<file path="src/common/pwu_pkg.sv">
// Constants, field layout and carrier types for the periodic wakeup timer and trim block.
// Assumes a 10 MHz register clock and word-indexed registers on an AXI4-Lite slave.
// Behaviour
// - Rate high and low bytes always readable; writes ignored while feature enable set.
// - Autonomous clock source: period is 2*(rate+1)*2 autonomous clock periods.
// - Bus clock source: period is 2*(rate+1) bus clock periods, 2 to 131072.
// - Autonomous source: first timeout delayed one to two autonomous cycles by gate release.
// - Factory test register always readable; written only in special mode.
// - Temperature trim loaded from nonvolatile value at reset release; then freely read/written.
// - Temperature trim bit 7 enables offset; when clear, offset field has no effect.
// - When enabled, bits 3:0 select offset, binary weighted.
// - Both oscillator trim registers loaded from nonvolatile value at reset release.
// - Oscillator trim always readable; writes take effect only while protection is clear.
// - Oscillator trim write while PLL select set and protection clear clears lock and oscillator-up status.
// - Frequency trim bits 9:6 form the coarse trim.
// - Frequency trim bits 5:0 form the fine trim.
// - Tempco codes 00000 and 10000 both give nominal, uncompensated coefficient.
// - Setting feature enable starts the timer; clearing it stops the periodic function.
// - Clock select: 0 autonomous, 1 bus; writable only while enable clear.
// - Timeout sets flag; cleared by writing one; interrupt while flag and enable set.
package pwu_pkg;
   localparam int ADDR_W = 8;
   localparam int DATA_W = 32;
   // Register indexes; byte address is four times the index
   localparam logic [5:0] IDX_CTRL = 6'h12;
   localparam logic [5:0] IDX_RATE_HIGH = 6'h14;
   localparam logic [5:0] IDX_RATE_LOW = 6'h15;
   localparam logic [5:0] IDX_FACTORY_TEST = 6'h16;
   localparam logic [5:0] IDX_TEMP_TRIM = 6'h17;
   localparam logic [5:0] IDX_OSC_TRIM_HIGH = 6'h18;
   localparam logic [5:0] IDX_OSC_TRIM_LOW = 6'h19;
   localparam logic [5:0] IDX_INT_STATUS = 6'h1C;
   localparam logic [5:0] IDX_INT_MASK = 6'h1D;
   // Field positions
   localparam int CTRL_CLKSEL_BIT = 7;
   localparam int CTRL_ENABLE_BIT = 2;
   localparam int INT_TIMEOUT_BIT = 0;
   localparam int TEMP_OE_BIT = 7;
   localparam int TRIMH_TC_LSB = 3;
   // Reset values
   localparam logic [15:0] RATE_RESET = 16'h0000;
   localparam logic [7:0] TEST_RESET = 8'h00;
   // Gate edge count, counter width and bus response codes
   localparam int GATE_RELEASE_EDGES = 2;
   localparam int CNT_W = 19;
   localparam logic [1:0] RESP_OKAY = 2'h0;
   localparam logic [1:0] RESP_SLVERR = 2'h2;

   typedef enum logic [2:0] {
      T_IDLE = 3'b001,
      T_GATE = 3'b010,
      T_RUN = 3'b100
   } timer_state_e;

   typedef struct packed {
      logic offset_enable;
      logic [3:0] offset;
   } temp_trim_s;

   typedef struct packed {
      logic tc_comp_on;
      logic [4:0] tempco;
      logic [3:0] coarse;
      logic [5:0] fine;
   } osc_trim_s;
endpackage

</file>
<file path="src/design/pin_sync3.sv">
// Three-stage synchroniser with agreement filter for an asynchronous level.
// Assumes the input may change at any time relative to ref_clk_i.
`timescale 1ns/1ps
module pin_sync3 (
   input wire logic ref_clk_i,
   input wire logic reset_n_i,
   input wire logic clk_en_i,
   input wire logic async_i,
   output logic level_o
);
   logic meta_reg;
   logic s2_reg;
   logic s3_reg;

   always_ff @(posedge ref_clk_i or negedge reset_n_i) begin
      if (!reset_n_i) begin
         meta_reg <= 1'b0;
         s2_reg <= 1'b0;
         s3_reg <= 1'b0;
         level_o <= 1'b0;
      end else if (clk_en_i) begin
         meta_reg <= async_i;
         s2_reg <= meta_reg;
         s3_reg <= s2_reg;
         // A change counts only once two late stages agree
         if (s2_reg == s3_reg) begin
            level_o <= s3_reg;
         end
      end
   end
endmodule

</file>
<file path="src/design/period_counter.sv">
// Reloading period counter: pulses once every term ticks while running.
// Assumes term is stable while run is high.
`timescale 1ns/1ps
module period_counter #(
   parameter int WIDTH = 19
) (
   input wire logic ref_clk_i,
   input wire logic reset_n_i,
   input wire logic clk_en_i,
   input wire logic run_i,
   input wire logic tick_i,
   input wire logic [WIDTH-1:0] term_i,
   output logic timeout_o
);
   logic [WIDTH-1:0] cnt_reg;
   logic last;

   assign last = (cnt_reg == term_i - WIDTH'(1));

   always_ff @(posedge ref_clk_i or negedge reset_n_i) begin
      if (!reset_n_i) begin
         cnt_reg <= '0;
         timeout_o <= 1'b0;
      end else if (clk_en_i) begin
         timeout_o <= 1'b0;
         if (!run_i) begin
            cnt_reg <= '0;
         end else if (tick_i) begin
            if (last) begin
               cnt_reg <= '0;
               timeout_o <= 1'b1;
            end else begin
               cnt_reg <= cnt_reg + WIDTH'(1);
            end
         end
      end
   end

   property p_restart;
      @(posedge ref_clk_i) disable iff (!reset_n_i)
      (clk_en_i && run_i && tick_i && last) |=> (cnt_reg == '0) && timeout_o;
   endproperty
   a_restart: assert property (p_restart) else $error("counter did not restart");
endmodule

</file>
<file path="src/design/periodic_wakeup_top.sv">
// Periodic wakeup timer with rate, factory test and trim registers on AXI4-Lite.
// Assumes special mode, protection, PLL select and nonvolatile trim come from same-clock logic;
// the autonomous clock arrives as an asynchronous pin.
//
// The implementer's own choice: the AXI4-Lite register port.
`timescale 1ns/1ps
module periodic_wakeup_top (
   input wire logic ref_clk_i,
   input wire logic reset_n_i,
   input wire logic clk_en_i,
   input wire logic [pwu_pkg::ADDR_W-1:0] s_axi_awaddr_i,
   input wire logic s_axi_awvalid_i,
   output logic s_axi_awready_o,
   input wire logic [pwu_pkg::DATA_W-1:0] s_axi_wdata_i,
   input wire logic [3:0] s_axi_wstrb_i,
   input wire logic s_axi_wvalid_i,
   output logic s_axi_wready_o,
   output logic [1:0] s_axi_bresp_o,
   output logic s_axi_bvalid_o,
   input wire logic s_axi_bready_i,
   input wire logic [pwu_pkg::ADDR_W-1:0] s_axi_araddr_i,
   input wire logic s_axi_arvalid_i,
   output logic s_axi_arready_o,
   output logic [pwu_pkg::DATA_W-1:0] s_axi_rdata_o,
   output logic [1:0] s_axi_rresp_o,
   output logic s_axi_rvalid_o,
   input wire logic s_axi_rready_i,
   input wire logic aclk_pin_i,
   input wire logic special_mode_i,
   input wire logic register_protect_i,
   input wire logic pll_clock_select_i,
   input wire logic [7:0] nvm_temp_trim_i,
   input wire logic [15:0] nvm_osc_trim_i,
   output logic irq_o,
   output logic periodic_timeout_o,
   output logic lock_osc_clear_o,
   output pwu_pkg::temp_trim_s temp_trim_o,
   output pwu_pkg::osc_trim_s osc_trim_o
);
   import pwu_pkg::*;

   logic aw_hold_reg;
   logic w_hold_reg;
   logic [5:0] aw_idx_reg;
   logic [7:0] wbyte_reg;
   logic wlane_reg;
   logic bvalid_reg;
   logic [1:0] bresp_reg;
   logic rvalid_reg;
   logic [1:0] rresp_reg;
   logic [31:0] rdata_reg;
   logic do_write;
   logic ar_take;
   logic [5:0] ar_idx;
   logic wr_ok;

   logic feature_enable_reg;
   logic clock_select_reg;
   logic [15:0] rate_reg;
   logic [7:0] test_reg;
   logic temp_oe_reg;
   logic [3:0] temp_trim_reg;
   logic [7:0] osc_high_reg;
   logic [7:0] osc_low_reg;
   logic timeout_flag_reg;
   logic irq_enable_reg;
   logic load_pending_reg;

   timer_state_e state_reg;
   logic [1:0] gate_cnt_reg;
   logic aclk_level;
   logic aclk_prev_reg;
   logic aclk_rise;
   logic tick;
   logic [16:0] rate_p1;
   logic [CNT_W-1:0] term;
   logic timeout;
   logic [CNT_W-1:0] seen_reg;

   logic wr_ctrl;
   logic wr_rate_hi;
   logic wr_rate_lo;
   logic wr_test;
   logic wr_temp;
   logic wr_osc;
   logic wr_status;
   logic wr_mask;

   // Write channel: address and data taken in either order, one write outstanding
   assign s_axi_awready_o = !aw_hold_reg && !bvalid_reg;
   assign s_axi_wready_o = !w_hold_reg && !bvalid_reg;
   assign do_write = aw_hold_reg && w_hold_reg && !bvalid_reg;
   assign s_axi_bvalid_o = bvalid_reg;
   assign s_axi_bresp_o = bresp_reg;
   assign s_axi_arready_o = !rvalid_reg;
   assign s_axi_rvalid_o = rvalid_reg;
   assign s_axi_rresp_o = rresp_reg;
   assign s_axi_rdata_o = rdata_reg;
   assign ar_take = s_axi_arvalid_i && !rvalid_reg;
   assign ar_idx = s_axi_araddr_i[7:2];

   // Only byte lane 0 carries register data
   assign wr_ok = do_write && wlane_reg;
   assign wr_ctrl = wr_ok && (aw_idx_reg == IDX_CTRL);
   assign wr_rate_hi = wr_ok && (aw_idx_reg == IDX_RATE_HIGH);
   assign wr_rate_lo = wr_ok && (aw_idx_reg == IDX_RATE_LOW);
   assign wr_test = wr_ok && (aw_idx_reg == IDX_FACTORY_TEST);
   assign wr_temp = wr_ok && (aw_idx_reg == IDX_TEMP_TRIM);
   assign wr_osc = wr_ok && ((aw_idx_reg == IDX_OSC_TRIM_HIGH) ||
                             (aw_idx_reg == IDX_OSC_TRIM_LOW));
   assign wr_status = wr_ok && (aw_idx_reg == IDX_INT_STATUS);
   assign wr_mask = wr_ok && (aw_idx_reg == IDX_INT_MASK);

   function automatic logic mapped(input logic [5:0] idx);
      mapped = (idx == IDX_CTRL) || (idx == IDX_RATE_HIGH) || (idx == IDX_RATE_LOW) ||
               (idx == IDX_FACTORY_TEST) || (idx == IDX_TEMP_TRIM) ||
               (idx == IDX_OSC_TRIM_HIGH) || (idx == IDX_OSC_TRIM_LOW) ||
               (idx == IDX_INT_STATUS) || (idx == IDX_INT_MASK);
   endfunction

   always_ff @(posedge ref_clk_i or negedge reset_n_i) begin
      if (!reset_n_i) begin
         aw_hold_reg <= 1'b0;
         w_hold_reg <= 1'b0;
         aw_idx_reg <= '0;
         wbyte_reg <= '0;
         wlane_reg <= 1'b0;
         bvalid_reg <= 1'b0;
         bresp_reg <= RESP_OKAY;
      end else if (clk_en_i) begin
         if (s_axi_awvalid_i && s_axi_awready_o) begin
            aw_hold_reg <= 1'b1;
            aw_idx_reg <= s_axi_awaddr_i[7:2];
         end
         if (s_axi_wvalid_i && s_axi_wready_o) begin
            w_hold_reg <= 1'b1;
            wbyte_reg <= s_axi_wdata_i[7:0];
            wlane_reg <= s_axi_wstrb_i[0];
         end
         if (do_write) begin
            aw_hold_reg <= 1'b0;
            w_hold_reg <= 1'b0;
            bvalid_reg <= 1'b1;
            bresp_reg <= mapped(aw_idx_reg) ? RESP_OKAY : RESP_SLVERR;
         end else if (bvalid_reg && s_axi_bready_i) begin
            bvalid_reg <= 1'b0;
         end
      end
   end

   always_ff @(posedge ref_clk_i or negedge reset_n_i) begin
      if (!reset_n_i) begin
         rvalid_reg <= 1'b0;
         rresp_reg <= RESP_OKAY;
         rdata_reg <= 32'h0000_0000;
      end else if (clk_en_i) begin
         if (ar_take) begin
            rvalid_reg <= 1'b1;
            rresp_reg <= mapped(ar_idx) ? RESP_OKAY : RESP_SLVERR;
            rdata_reg <= 32'h0000_0000;
            unique case (ar_idx)
               IDX_CTRL: begin
                  rdata_reg[CTRL_CLKSEL_BIT] <= clock_select_reg;
                  rdata_reg[CTRL_ENABLE_BIT] <= feature_enable_reg;
               end
               IDX_RATE_HIGH: rdata_reg[7:0] <= rate_reg[15:8];
               IDX_RATE_LOW: rdata_reg[7:0] <= rate_reg[7:0];
               IDX_FACTORY_TEST: rdata_reg[7:0] <= test_reg;
               IDX_TEMP_TRIM: rdata_reg[7:0] <= {temp_oe_reg, 3'h0, temp_trim_reg};
               IDX_OSC_TRIM_HIGH: rdata_reg[7:0] <= osc_high_reg;
               IDX_OSC_TRIM_LOW: rdata_reg[7:0] <= osc_low_reg;
               IDX_INT_STATUS: rdata_reg[INT_TIMEOUT_BIT] <= timeout_flag_reg;
               IDX_INT_MASK: rdata_reg[INT_TIMEOUT_BIT] <= irq_enable_reg;
               default: rdata_reg <= 32'h0000_0000;
            endcase
         end else if (rvalid_reg && s_axi_rready_i) begin
            rvalid_reg <= 1'b0;
         end
      end
   end

   // Control: select may not change in the same write that sets enable
   always_ff @(posedge ref_clk_i or negedge reset_n_i) begin
      if (!reset_n_i) begin
         feature_enable_reg <= 1'b0;
         clock_select_reg <= 1'b0;
      end else if (clk_en_i && wr_ctrl) begin
         feature_enable_reg <= wbyte_reg[CTRL_ENABLE_BIT];
         if (!feature_enable_reg && !wbyte_reg[CTRL_ENABLE_BIT]) begin
            clock_select_reg <= wbyte_reg[CTRL_CLKSEL_BIT];
         end
      end
   end

   always_ff @(posedge ref_clk_i or negedge reset_n_i) begin
      if (!reset_n_i) begin
         rate_reg <= RATE_RESET;
      end else if (clk_en_i && !feature_enable_reg) begin
         if (wr_rate_hi) begin
            rate_reg[15:8] <= wbyte_reg;
         end
         if (wr_rate_lo) begin
            rate_reg[7:0] <= wbyte_reg;
         end
      end
   end

   always_ff @(posedge ref_clk_i or negedge reset_n_i) begin
      if (!reset_n_i) begin
         test_reg <= TEST_RESET;
      end else if (clk_en_i && wr_test && special_mode_i) begin
         test_reg <= wbyte_reg;
      end
   end

   // Trim: nonvolatile values caught on the first enabled edge after reset release
   always_ff @(posedge ref_clk_i or negedge reset_n_i) begin
      if (!reset_n_i) begin
         load_pending_reg <= 1'b1;
         temp_oe_reg <= 1'b0;
         temp_trim_reg <= '0;
         osc_high_reg <= '0;
         osc_low_reg <= '0;
      end else if (clk_en_i) begin
         if (load_pending_reg) begin
            load_pending_reg <= 1'b0;
            temp_oe_reg <= nvm_temp_trim_i[TEMP_OE_BIT];
            temp_trim_reg <= nvm_temp_trim_i[3:0];
            osc_high_reg <= nvm_osc_trim_i[15:8];
            osc_low_reg <= nvm_osc_trim_i[7:0];
         end else begin
            if (wr_temp) begin
               temp_oe_reg <= wbyte_reg[TEMP_OE_BIT];
               temp_trim_reg <= wbyte_reg[3:0];
            end
            if (wr_osc && !register_protect_i) begin
               if (aw_idx_reg == IDX_OSC_TRIM_HIGH) begin
                  osc_high_reg <= wbyte_reg & 8'hFB;
               end else begin
                  osc_low_reg <= wbyte_reg;
               end
            end
         end
      end
   end

   always_ff @(posedge ref_clk_i or negedge reset_n_i) begin
      if (!reset_n_i) begin
         lock_osc_clear_o <= 1'b0;
      end else if (clk_en_i) begin
         lock_osc_clear_o <= wr_osc && !register_protect_i && pll_clock_select_i;
      end
   end

   always_ff @(posedge ref_clk_i or negedge reset_n_i) begin
      if (!reset_n_i) begin
         temp_trim_o <= '0;
         osc_trim_o <= '0;
      end else if (clk_en_i) begin
         temp_trim_o.offset_enable <= temp_oe_reg;
         temp_trim_o.offset <= temp_oe_reg ? temp_trim_reg : 4'h0;
         osc_trim_o.tempco <= osc_high_reg[7:TRIMH_TC_LSB];
         osc_trim_o.tc_comp_on <= (osc_high_reg[6:TRIMH_TC_LSB] != 4'h0);
         osc_trim_o.coarse <= {osc_high_reg[1:0], osc_low_reg[7:6]};
         osc_trim_o.fine <= osc_low_reg[5:0];
      end
   end

   // Flag set wins over a simultaneous clear
   always_ff @(posedge ref_clk_i or negedge reset_n_i) begin
      if (!reset_n_i) begin
         timeout_flag_reg <= 1'b0;
         irq_enable_reg <= 1'b0;
      end else if (clk_en_i) begin
         if (timeout) begin
            timeout_flag_reg <= 1'b1;
         end else if (wr_status && wbyte_reg[INT_TIMEOUT_BIT]) begin
            timeout_flag_reg <= 1'b0;
         end
         if (wr_mask) begin
            irq_enable_reg <= wbyte_reg[INT_TIMEOUT_BIT];
         end
      end
   end

   assign irq_o = timeout_flag_reg && irq_enable_reg;

   pin_sync3 u_aclk_sync (
      .ref_clk_i(ref_clk_i),
      .reset_n_i(reset_n_i),
      .clk_en_i(clk_en_i),
      .async_i(aclk_pin_i),
      .level_o(aclk_level)
   );

   always_ff @(posedge ref_clk_i or negedge reset_n_i) begin
      if (!reset_n_i) begin
         aclk_prev_reg <= 1'b0;
      end else if (clk_en_i) begin
         aclk_prev_reg <= aclk_level;
      end
   end

   assign aclk_rise = aclk_level && !aclk_prev_reg;
   assign tick = clock_select_reg ? 1'b1 : aclk_rise;
   assign rate_p1 = {1'b0, rate_reg} + 17'h0_0001;
   // Bus clock doubles, autonomous clock quadruples (two per half period)
   assign term = clock_select_reg ? {1'b0, rate_p1, 1'b0} : {rate_p1, 2'b00};

   // Autonomous source waits for the gate to release before counting
   always_ff @(posedge ref_clk_i or negedge reset_n_i) begin
      if (!reset_n_i) begin
         state_reg <= T_IDLE;
         gate_cnt_reg <= '0;
      end else if (clk_en_i) begin
         unique case (state_reg)
            T_IDLE: begin
               gate_cnt_reg <= '0;
               if (feature_enable_reg) begin
                  state_reg <= clock_select_reg ? T_RUN : T_GATE;
               end
            end
            T_GATE: begin
               if (!feature_enable_reg) begin
                  state_reg <= T_IDLE;
               end else if (aclk_rise) begin
                  gate_cnt_reg <= gate_cnt_reg + 2'd1;
                  if (gate_cnt_reg == 2'(GATE_RELEASE_EDGES - 1)) begin
                     state_reg <= T_RUN;
                  end
               end
            end
            T_RUN: begin
               if (!feature_enable_reg) begin
                  state_reg <= T_IDLE;
               end
            end
            default: state_reg <= T_IDLE;
         endcase
      end
   end

   period_counter #(
      .WIDTH(CNT_W)
   ) u_period (
      .ref_clk_i(ref_clk_i),
      .reset_n_i(reset_n_i),
      .clk_en_i(clk_en_i),
      .run_i(state_reg == T_RUN && feature_enable_reg),
      .tick_i(tick),
      .term_i(term),
      .timeout_o(timeout)
   );

   always_ff @(posedge ref_clk_i or negedge reset_n_i) begin
      if (!reset_n_i) begin
         periodic_timeout_o <= 1'b0;
      end else if (clk_en_i) begin
         periodic_timeout_o <= timeout;
      end
   end

   // Checking aid: ticks counted since run start or last timeout
   always_ff @(posedge ref_clk_i or negedge reset_n_i) begin
      if (!reset_n_i) begin
         seen_reg <= '0;
      end else if (clk_en_i) begin
         if (state_reg != T_RUN || !feature_enable_reg) begin
            seen_reg <= '0;
         end else if (timeout) begin
            // Counter already takes a tick landing on the restart edge
            seen_reg <= tick ? CNT_W'(1) : '0;
         end else if (tick) begin
            seen_reg <= seen_reg + CNT_W'(1);
         end
      end
   end

   property p_rate_locked;
      @(posedge ref_clk_i) disable iff (!reset_n_i)
      feature_enable_reg |=> $stable(rate_reg);
   endproperty
   a_rate_locked: assert property (p_rate_locked) else $error("rate changed while enabled");

   property p_aclk_period;
      @(posedge ref_clk_i) disable iff (!reset_n_i)
      (timeout && !clock_select_reg) |->
         ($past(seen_reg) + CNT_W'(1) == CNT_W'(4 * (int'(rate_reg) + 1)));
   endproperty
   a_aclk_period: assert property (p_aclk_period) else $error("autonomous period wrong");

   property p_bus_period;
      @(posedge ref_clk_i) disable iff (!reset_n_i)
      (timeout && clock_select_reg) |->
         ($past(seen_reg) + CNT_W'(1) == CNT_W'(2 * (int'(rate_reg) + 1)));
   endproperty
   a_bus_period: assert property (p_bus_period) else $error("bus period wrong");

   property p_gate_latency;
      @(posedge ref_clk_i) disable iff (!reset_n_i)
      (clk_en_i && state_reg == T_IDLE && feature_enable_reg && !clock_select_reg)
         |=> (state_reg == T_GATE) ##1 !timeout;
   endproperty
   a_gate_latency: assert property (p_gate_latency) else $error("gate not applied");

   property p_test_guard;
      @(posedge ref_clk_i) disable iff (!reset_n_i)
      (wr_test && !special_mode_i) |=> $stable(test_reg);
   endproperty
   a_test_guard: assert property (p_test_guard) else $error("test reg written outside mode");

   property p_nvm_load;
      @(posedge ref_clk_i) disable iff (!reset_n_i)
      (clk_en_i && load_pending_reg) |=>
         ({temp_oe_reg, 3'h0, temp_trim_reg} == ($past(nvm_temp_trim_i) & 8'h8F))
         && ({osc_high_reg, osc_low_reg} == $past(nvm_osc_trim_i));
   endproperty
   a_nvm_load: assert property (p_nvm_load) else $error("trim not loaded at release");

   property p_offset_gate;
      @(posedge ref_clk_i) disable iff (!reset_n_i)
      !temp_trim_o.offset_enable |-> (temp_trim_o.offset == 4'h0);
   endproperty
   a_offset_gate: assert property (p_offset_gate) else $error("offset active while disabled");

   property p_trim_protect;
      @(posedge ref_clk_i) disable iff (!reset_n_i)
      (wr_osc && register_protect_i && !load_pending_reg) |=>
         $stable(osc_high_reg) && $stable(osc_low_reg);
   endproperty
   a_trim_protect: assert property (p_trim_protect) else $error("protected trim changed");

   property p_lock_clear;
      @(posedge ref_clk_i) disable iff (!reset_n_i)
      (clk_en_i && wr_osc && !register_protect_i && pll_clock_select_i) |=> lock_osc_clear_o;
   endproperty
   a_lock_clear: assert property (p_lock_clear) else $error("lock clear missing");

   property p_flag_set;
      @(posedge ref_clk_i) disable iff (!reset_n_i)
      (clk_en_i && timeout) |=> timeout_flag_reg ##0 (irq_o == irq_enable_reg);
   endproperty
   a_flag_set: assert property (p_flag_set) else $error("timeout flag not set");
endmodule

</file>
<file path="config.mk">
export PLATFORM = sky130hd
export DESIGN_NAME = periodic_wakeup_top
export DESIGN_NICKNAME = d
export VERILOG_FILES = /design/src/common/pwu_pkg.sv /design/src/design/pin_sync3.sv /design/src/design/period_counter.sv /design/src/design/periodic_wakeup_top.sv
export SDC_FILE = /design/constraint.sdc
export NUM_CORES = 1
export LEC_CHECK = 0
export ABC_AREA = 1
export CAP_MARGIN = 20
export CORE_UTILIZATION = 25
export CTS_CLUSTER_DIAMETER = 150
export CTS_CLUSTER_SIZE = 8
export DETAILED_ROUTE_END_ITERATION = 10
export DONT_BUFFER_PORTS = 1
export SYNTH_ARGS = -nofsm -noshare
export SYNTH_HDL_FRONTEND = slang
export SYNTH_HIERARCHICAL = 1
export SYNTH_SLANG_ARGS = --single-unit
</file>
<file path="constraint.sdc">
create_clock -name ref_clk_i -period 4.2 [get_ports ref_clk_i]
set_input_delay 0.84 -clock ref_clk_i [delete_from_list [all_inputs] [get_ports ref_clk_i]]
set_output_delay 0.84 -clock ref_clk_i [all_outputs]
set_load 0.03 [all_outputs]
</file>
==> impl_metrics.json, run 1 <==
{
  "placement_rows": 65,
  "clk_transition_reported_paths_ns": 0.06,
  "vdd_ir_drop_max_uv": 316,
  "fin_crit_ns": 3.08,
  "drcViolationCount": 0,
  "grt_antenna_before_repair": 0,
  "initial_utilization": 0.257,
  "power-per-cell-area_nw_per_um2": 453,
  "cts_inserted_buffers": 17,
  "ctsHoldBuffers": 0,
  "worstSkewPairLatency_ns": 0.43,
  "route.detailed.vias_per_inst": 4.40,
  "critical_path.endpoint_type": "register",
  "postSynthRegisterBits": 132,
  "max_stage_delay_ns": 0.65,
  "normalized_max_slew_margin": 0.461,
  "largest_register_ff_count": 19,
  "routed-via-count": 7051,
  "postCtsSetupBuffers": 0,
  "drive_gt1_frac": 0.101,
  "synth.most_common_cell": "sky130_fd_sc_hd__nand2_1",
  "layout.cells.non_filler": 1602,
  "num_io_pins": 153,
  "max-clock-path-buffers": 2,
  "synthesis.area_um2": 8210,
  "synth_top_area_share": 0.396,
  "timing.critical_path.required_ns": 4.51,
  "tritoncts_clock_tree": "yes",
  "worst_path_most_repeated_cell": "sky130_fd_sc_hd__nand2_1",
  "drv_cap": 0,
  "setup-violations-final": 0,
  "grt_overflow": 0,
  "route.final.wire_length_um": 21600,
  "vias_in_the_first_global_route": 6688,
  "cts-resized-gates": 0,
  "post_drt_wl_per_cell_um": 13.5,
  "yosys-top-cells-area": "sky130_fd_sc_hd__dfrtp_1 (40%), sky130_fd_sc_hd__nand2_1 (21%), sky130_fd_sc_hd__nand3_1 (6.1%)",
  "critPathMaxFanout": 20,
  "grt_max_degree": 133,
  "yosysTopAreaCell": "sky130_fd_sc_hd__dfrtp_1",
  "clock-sinks": 132,
  "area.growth.synth_to_final_pct": 11.1,
  "floorplan.die.height_um": 183,
  "gpl.final_weighted_congestion": 0.872,
  "finalMaxSlewViolations": 0,
  "synth_enable_flop_cells": 0,
  "hold_violations": 0,
  "syn_avg_cell_area_um2": 7.09,
  "worstPathCellList": "inv_1 -> o21ai_0 -> inv_1 -> nand3_2 -> nor2_4 -> nand2_1 -> nand2_1 -> nand2_1 -> nand3_1 -> nor2_1 -> nand2_1 -> nor2_4 -> nand3_4 -> nand2_1 -> nand2_1",
  "clock-skew-final_ns": 0.0173,
  "dp_hpwl_um": 16000,
  "timing_worst_slew_pin_value_ns": 0.807,
  "buffer_cell_driving_the_clock_tree_root": "sky130_fd_sc_hd__clkbuf_16",
  "synth_common_cells": "sky130_fd_sc_hd__nand2_1 (459), sky130_fd_sc_hd__dfrtp_1 (130), sky130_fd_sc_hd__nor2_1 (101)",
  "die_area_um2": 33600,
  "run_status": "complete, no violations",
  "cts.htree.levels": 4,
  "dieWidth_um": 183,
  "seq_area_frac_synth": 0.403,
  "synth.distinct_cells": 38,
  "critPathLaunchType": "register",
  "tns_ns": 0,
  "power.static_leakage_nw": 4.38,
  "min-delay-path-class": "in -> async",
  "post_synth_inst_count": 1159,
  "layout_worst_path_cycle_share": 0.733,
  "num-nets-final": 1246,
  "timing.critical_path.slowest_stage_cell": "sky130_fd_sc_hd__dfrtp_1",
  "antennaDiodeCount": 0,
  "ant_nets": 0,
  "synth_ff_type": "sky130_fd_sc_hd__dfrtp_1",
  "rsz_0062_raised_after_global_routing": "false",
  "io_buffer_count": 0,
  "yosys_warnings": 6,
  "critical_path_arrival_ns": 3.39,
  "report.power.total_mw": 4.13,
  "wire_length_of_the_first_global_routing_pass_um": 35600,
  "synthArstFlopShare": 1.00,
  "fmaxAchievable_mhz": 325,
  "grt_use_total": 0.134,
  "coreArea_um2": 32000,
  "timing_worst_setup_path_type": "reg -> reg",
  "drt-pass1-iter-count": 5,
  "number_of_cells_after_detailed_placement": 1570,
  "filler_cell_count": 3442,
  "drt_iter0_drc": 428
}
==> layer usage <==
layer	GRT usage	vias up	wire length, um
met1	0.172	3266	10100
met3	0.0344	16	1010
met5	0	-	0
met2	0.223	167	10300
li1	-	3602	-
met4	0.0360	0	228
==> worst max-delay path, delay by kind of cell, from the launching register on <==
family	cells	cell delay [ns]
AND/OR/NAND/NOR	12	1.20
flip-flops	1	0.65
buffers and inverters	2	0.59
AO/OA/AOI/OAI	1	0.51
==> report_power, final <==
part / internal (mW) / switching, mW
sequential: 1.47 / 0.291
combinational: 0.223 / 0.601
clock: 0.909 / 0.632
total: 2.61 / 1.52
==> cell usage in the layout, fill, tap and decap left out, drive strengths merged, types with 3 or more instances in the layout <==
cell and count:
dfrtp 130, xnor2 10, clkinvlp 3, nand3 108, clkinv 5, conb 29, inv 107, nand4 16
nand2 470, ha 4, a21oi 10, nor3 18, o21ai 78, clkbuf 18, xor2 26, nor2 122
==> cells by family (layout without fill, tap and decap cells) <==
group,Yosys count,after routing,share of synthesized area
simple gates,737,737,0.393
buf+inv,157,137,0.0911
flops,132,132,0.403
compound gates,91,91,0.0669
xor+xnor,36,36,0.0384
fa+ha+maj,4,4,0.00610
other cells,1,29,0.000457
mux,1,1,0.00122
==> cell type report <==
cell class | instances | area, um^2 | area share
clock inverter | 14 | 166 | 0.0182
multi-input combinational | 898 | 4260 | 0.467
inverter | 103 | 389 | 0.0427
tap | 435 | 544 | 0.0597
timing repair buffer | 2 | 15.0 | 0.00165
clock buffer | 18 | 439 | 0.0481
sequential | 132 | 3310 | 0.362
==> final timing paths <==
path,start,to,slack [ns],cells after the start
max,clock_select_reg$_DFFE_PN0P_,u_period/cnt_reg[8]$_DFFE_PN0P_,1.12,15
min,reset_n_i,s_axi_rdata_o[5]$_DFFE_PN0P_,0.11,0
max reg2reg,clock_select_reg$_DFFE_PN0P_,u_period/cnt_reg[8]$_DFFE_PN0P_,1.12,15
min reg2reg,u_aclk_sync/meta_reg$_DFFE_PN0P_,u_aclk_sync/s2_reg$_DFFE_PN0P_,0.47,2
max in group asynchronous,reset_n_i,load_pending_reg$_DFFE_PN1P_,3.80,0
min in group ref_clk_i,u_aclk_sync/meta_reg$_DFFE_PN0P_,u_aclk_sync/s2_reg$_DFFE_PN0P_,0.47,2
==> metrics by stage <==
step | instance area [um^2] | util | hold WS (ns) | worst slack, ns
finish | 9120 | 0.285 | 0.108 | 1.12
global route | 9120 | 0.285 | 0.0850 | 0.736
CTS | 9120 | 0.285 | 0.0983 | 1.07
detailed placement | 8520 | 0.266 | 0.470 | 1.06
global placement | 8520 | 0.266 | 0.467 | 1.09
floorplan | 8320 | - | 0.447 | 1.60
(Power assumes the default switching activity.)
==> run 2: changes to the inputs <==
Clock period 4.2 ns to 2.55 ns, I/O delays scaled along.
==> impl_metrics.json, run 2 (synthesis results as in run 1) <==
{
  "vias_in_the_first_global_route": 7021,
  "critPathMaxFanout": 5,
  "tritoncts_clock_tree": "yes",
  "critical_path_arrival_ns": 3.05,
  "filler_cell_count": 3430,
  "num-nets-final": 1310,
  "area_occupied_by_multi_input_gates_um2": 4490,
  "grt_antenna_before_repair": 0,
  "coreArea_um2": 32000,
  "number_of_cells_after_detailed_placement": 1627,
  "layout.cells.most_common": "sky130_fd_sc_hd__nand2_1",
  "setup-violations-final": 20,
  "post_drt_wl_per_cell_um": 13.5,
  "timing.critical_path.slowest_stage_cell": "sky130_fd_sc_hd__dfrtp_2",
  "grt_overflow": 0,
  "gpl.final_weighted_congestion": 0.831,
  "timing_worst_setup_path_type": "reg -> reg",
  "worstSkewPairLatency_ns": 0.42,
  "register_area_um2": 3310,
  "min-delay-path-class": "in -> async",
  "clock-skew-final_ns": 0.0125,
  "clk_transition_reported_paths_ns": 0.06,
  "grt_max_degree": 133,
  "drv_cap": 0,
  "route.detailed.vias_per_inst": 4.45,
  "run_status": "complete, but fails checks",
  "largest_register_ff_count": 19,
  "drive_gt1_frac": 0.176,
  "floorplan.die.height_um": 183,
  "critical_path.endpoint_type": "register",
  "power-per-cell-area_nw_per_um2": 714,
  "final_hold_slack_ns": -0.214,
  "placement_rows": 65,
  "kind_of_cell_adding_the_most_delay_to_the_critical_path": "simple AND/OR/NAND/NOR gates",
  "rsz_0062_raised_after_global_routing": "true",
  "drcViolationCount": 0,
  "violations": "hold timing, setup timing",
  "dieWidth_um": 183,
  "post-route-util": 0.307,
  "normalized_max_slew_margin": 0.600,
  "critical_path.n_buffers_inverters": 1,
  "critPathLaunchType": "register",
  "report.power.total_mw": 7.02,
  "wire_length_of_the_first_global_routing_pass_um": 36400,
  "clock-sinks": 132,
  "buffer_cell_driving_the_clock_tree_root": "sky130_fd_sc_hd__clkbuf_16",
  "cts_inserted_buffers": 17,
  "route.final.wire_length_um": 22500,
  "layout.cells.non_filler": 1666,
  "antennaDiodeCount": 0,
  "layout_worst_path_cycle_share": 1.07,
  "worstPathCellList": "ha_4 -> nand2_4 -> nor3_4 -> buf_4 -> nand3_1 -> nand2_1 -> nand2_2 -> nand2_2 -> nand2_4 -> nor2_4 -> nand2_2 -> nor3_2 -> nand2_1 -> xnor2_1 -> nand2_1 -> nor2_4 -> nand3_2 -> nand2_1 -> nand2_1",
  "num_io_pins": 153,
  "finalMaxSlewViolations": 0,
  "max-clock-path-buffers": 2,
  "grt_use_total": 0.136,
  "fin_crit_ns": 2.74,
  "timing.critical_path.required_ns": 2.86,
  "ant_nets": 0,
  "die_area_um2": 33600,
  "drt_iter0_drc": 458,
  "cts.htree.levels": 4,
  "max_stage_delay_ns": 0.41,
  "area.growth.synth_to_final_pct": 19.7,
  "power.static_leakage_nw": 4.74,
  "vdd_ir_drop_max_uv": 454,
  "initial_utilization": 0.257,
  "worst_path_most_repeated_cell": "sky130_fd_sc_hd__nand2_1",
  "fin_ws_ns": -0.186,
  "fmaxAchievable_mhz": 366,
  "most-common-layout-cells": "sky130_fd_sc_hd__nand2_1 (446), sky130_fd_sc_hd__dfrtp_1 (128), sky130_fd_sc_hd__nand3_1 (98)",
  "timing_worst_slew_pin_value_ns": 0.597,
  "routed-via-count": 7407,
  "hold_violations": 130,
  "drt-pass1-iter-count": 5,
  "dp_hpwl_um": 16500,
  "io_buffer_count": 0,
  "detailed_place.area_um2": 8950,
  "fin_area_um2": 9830
}
==> run 2: cell types whose count changed in the layout (fill, tap and decap cells not counted), moves of 3 or more <==
| cell | before | now |
|---|---|---|
| sky130_fd_sc_hd__nor2_1 | 101 | 93 |
| sky130_fd_sc_hd__nand2_1 | 459 | 446 |
| sky130_fd_sc_hd__o21ai_0 | 43 | 40 |
| sky130_fd_sc_hd__nor2_4 | 7 | 15 |
| sky130_fd_sc_hd__nand2_2 | 9 | 20 |
| sky130_fd_sc_hd__buf_4 | 2 | 63 |
| sky130_fd_sc_hd__xor2_1 | 26 | 23 |
==> run 2: worst register-to-register path, delay by kind of cell, from the launching register on <==
kind	cells	cell delay (ns)
xor gates and xnor gates	1	0.14
adders and majority gates	1	0.16
buffers and inverters	1	0.17
DFF	1	0.41
and+or+nand+nor	16	1.76
==> run 2: timing repair <==
action,CTS,global route
setup buffers,0,5
pin swaps,3,12
gates cloned,1,1
endpoints found under the setup margin,20,20
endpoints found under the hold margin,132,132
gates resized for setup,9,43
==> run 2: path summary, 6_finish.rpt <==
path,end,cells past startpoint,slack [ns],start
min reg2reg,test_reg[4]$_DFFE_PN0P_,2,0.48,test_reg[4]$_DFFE_PN0P_
min in group ref_clk_i,load_pending_reg$_DFFE_PN1P_,1,0.17,clk_en_i
min,s_axi_rdata_o[4]$_DFFE_PN0P_,0,-0.21,reset_n_i
max in group asynchronous,u_period/cnt_reg[7]$_DFFE_PN0P_,0,2.36,reset_n_i
max reg2reg,u_period/cnt_reg[11]$_DFFE_PN0P_,19,-0.19,rate_reg[1]$_DFFE_PN0P_
max,u_period/cnt_reg[11]$_DFFE_PN0P_,19,-0.19,rate_reg[1]$_DFFE_PN0P_
==> run 2: area by class of cell <==
| class | count | area share |
|---|---|---|
| sequential | 132 | 0.337 |
| multi-input combinational | 900 | 0.457 |
| timing repair buffer | 64 | 0.0493 |
| inverter | 103 | 0.0396 |
| clock buffer | 19 | 0.0451 |
| tap | 435 | 0.0554 |
| clock inverter | 13 | 0.0174 |
==> run 2: routing by layer <==
metal,part of all wire,track usage,up-vias
li1,-,-,3737
met1,0.45,0.173,3472
met2,0.48,0.228,177
met3,0.055,0.0346,21
met4,0.012,0.0370,0
met5,0,0,-
==> run 2: metrics by stage <==
step           setup TNS, ns  setup WS, ns  hold slack, ns
2_1_floorplan              0       0.00823           0.214
3_3_place_gp           -3.58        -0.188           0.228
3_5_place_dp           -4.80        -0.262           0.226
4_1_cts                -3.45        -0.203          -0.231
5_1_grt                -6.94        -0.377          -0.238
6_report               -2.92        -0.186          -0.214
==> run 2: where the power goes <==
group | internal (mW) | total (mW) | switching [mW]
sequential | 2.43 | 2.90 | 0.469
clock | 1.58 | 2.57 | 0.996
combinational | 0.466 | 1.55 | 1.08
total | 4.47 | 7.02 | 2.55
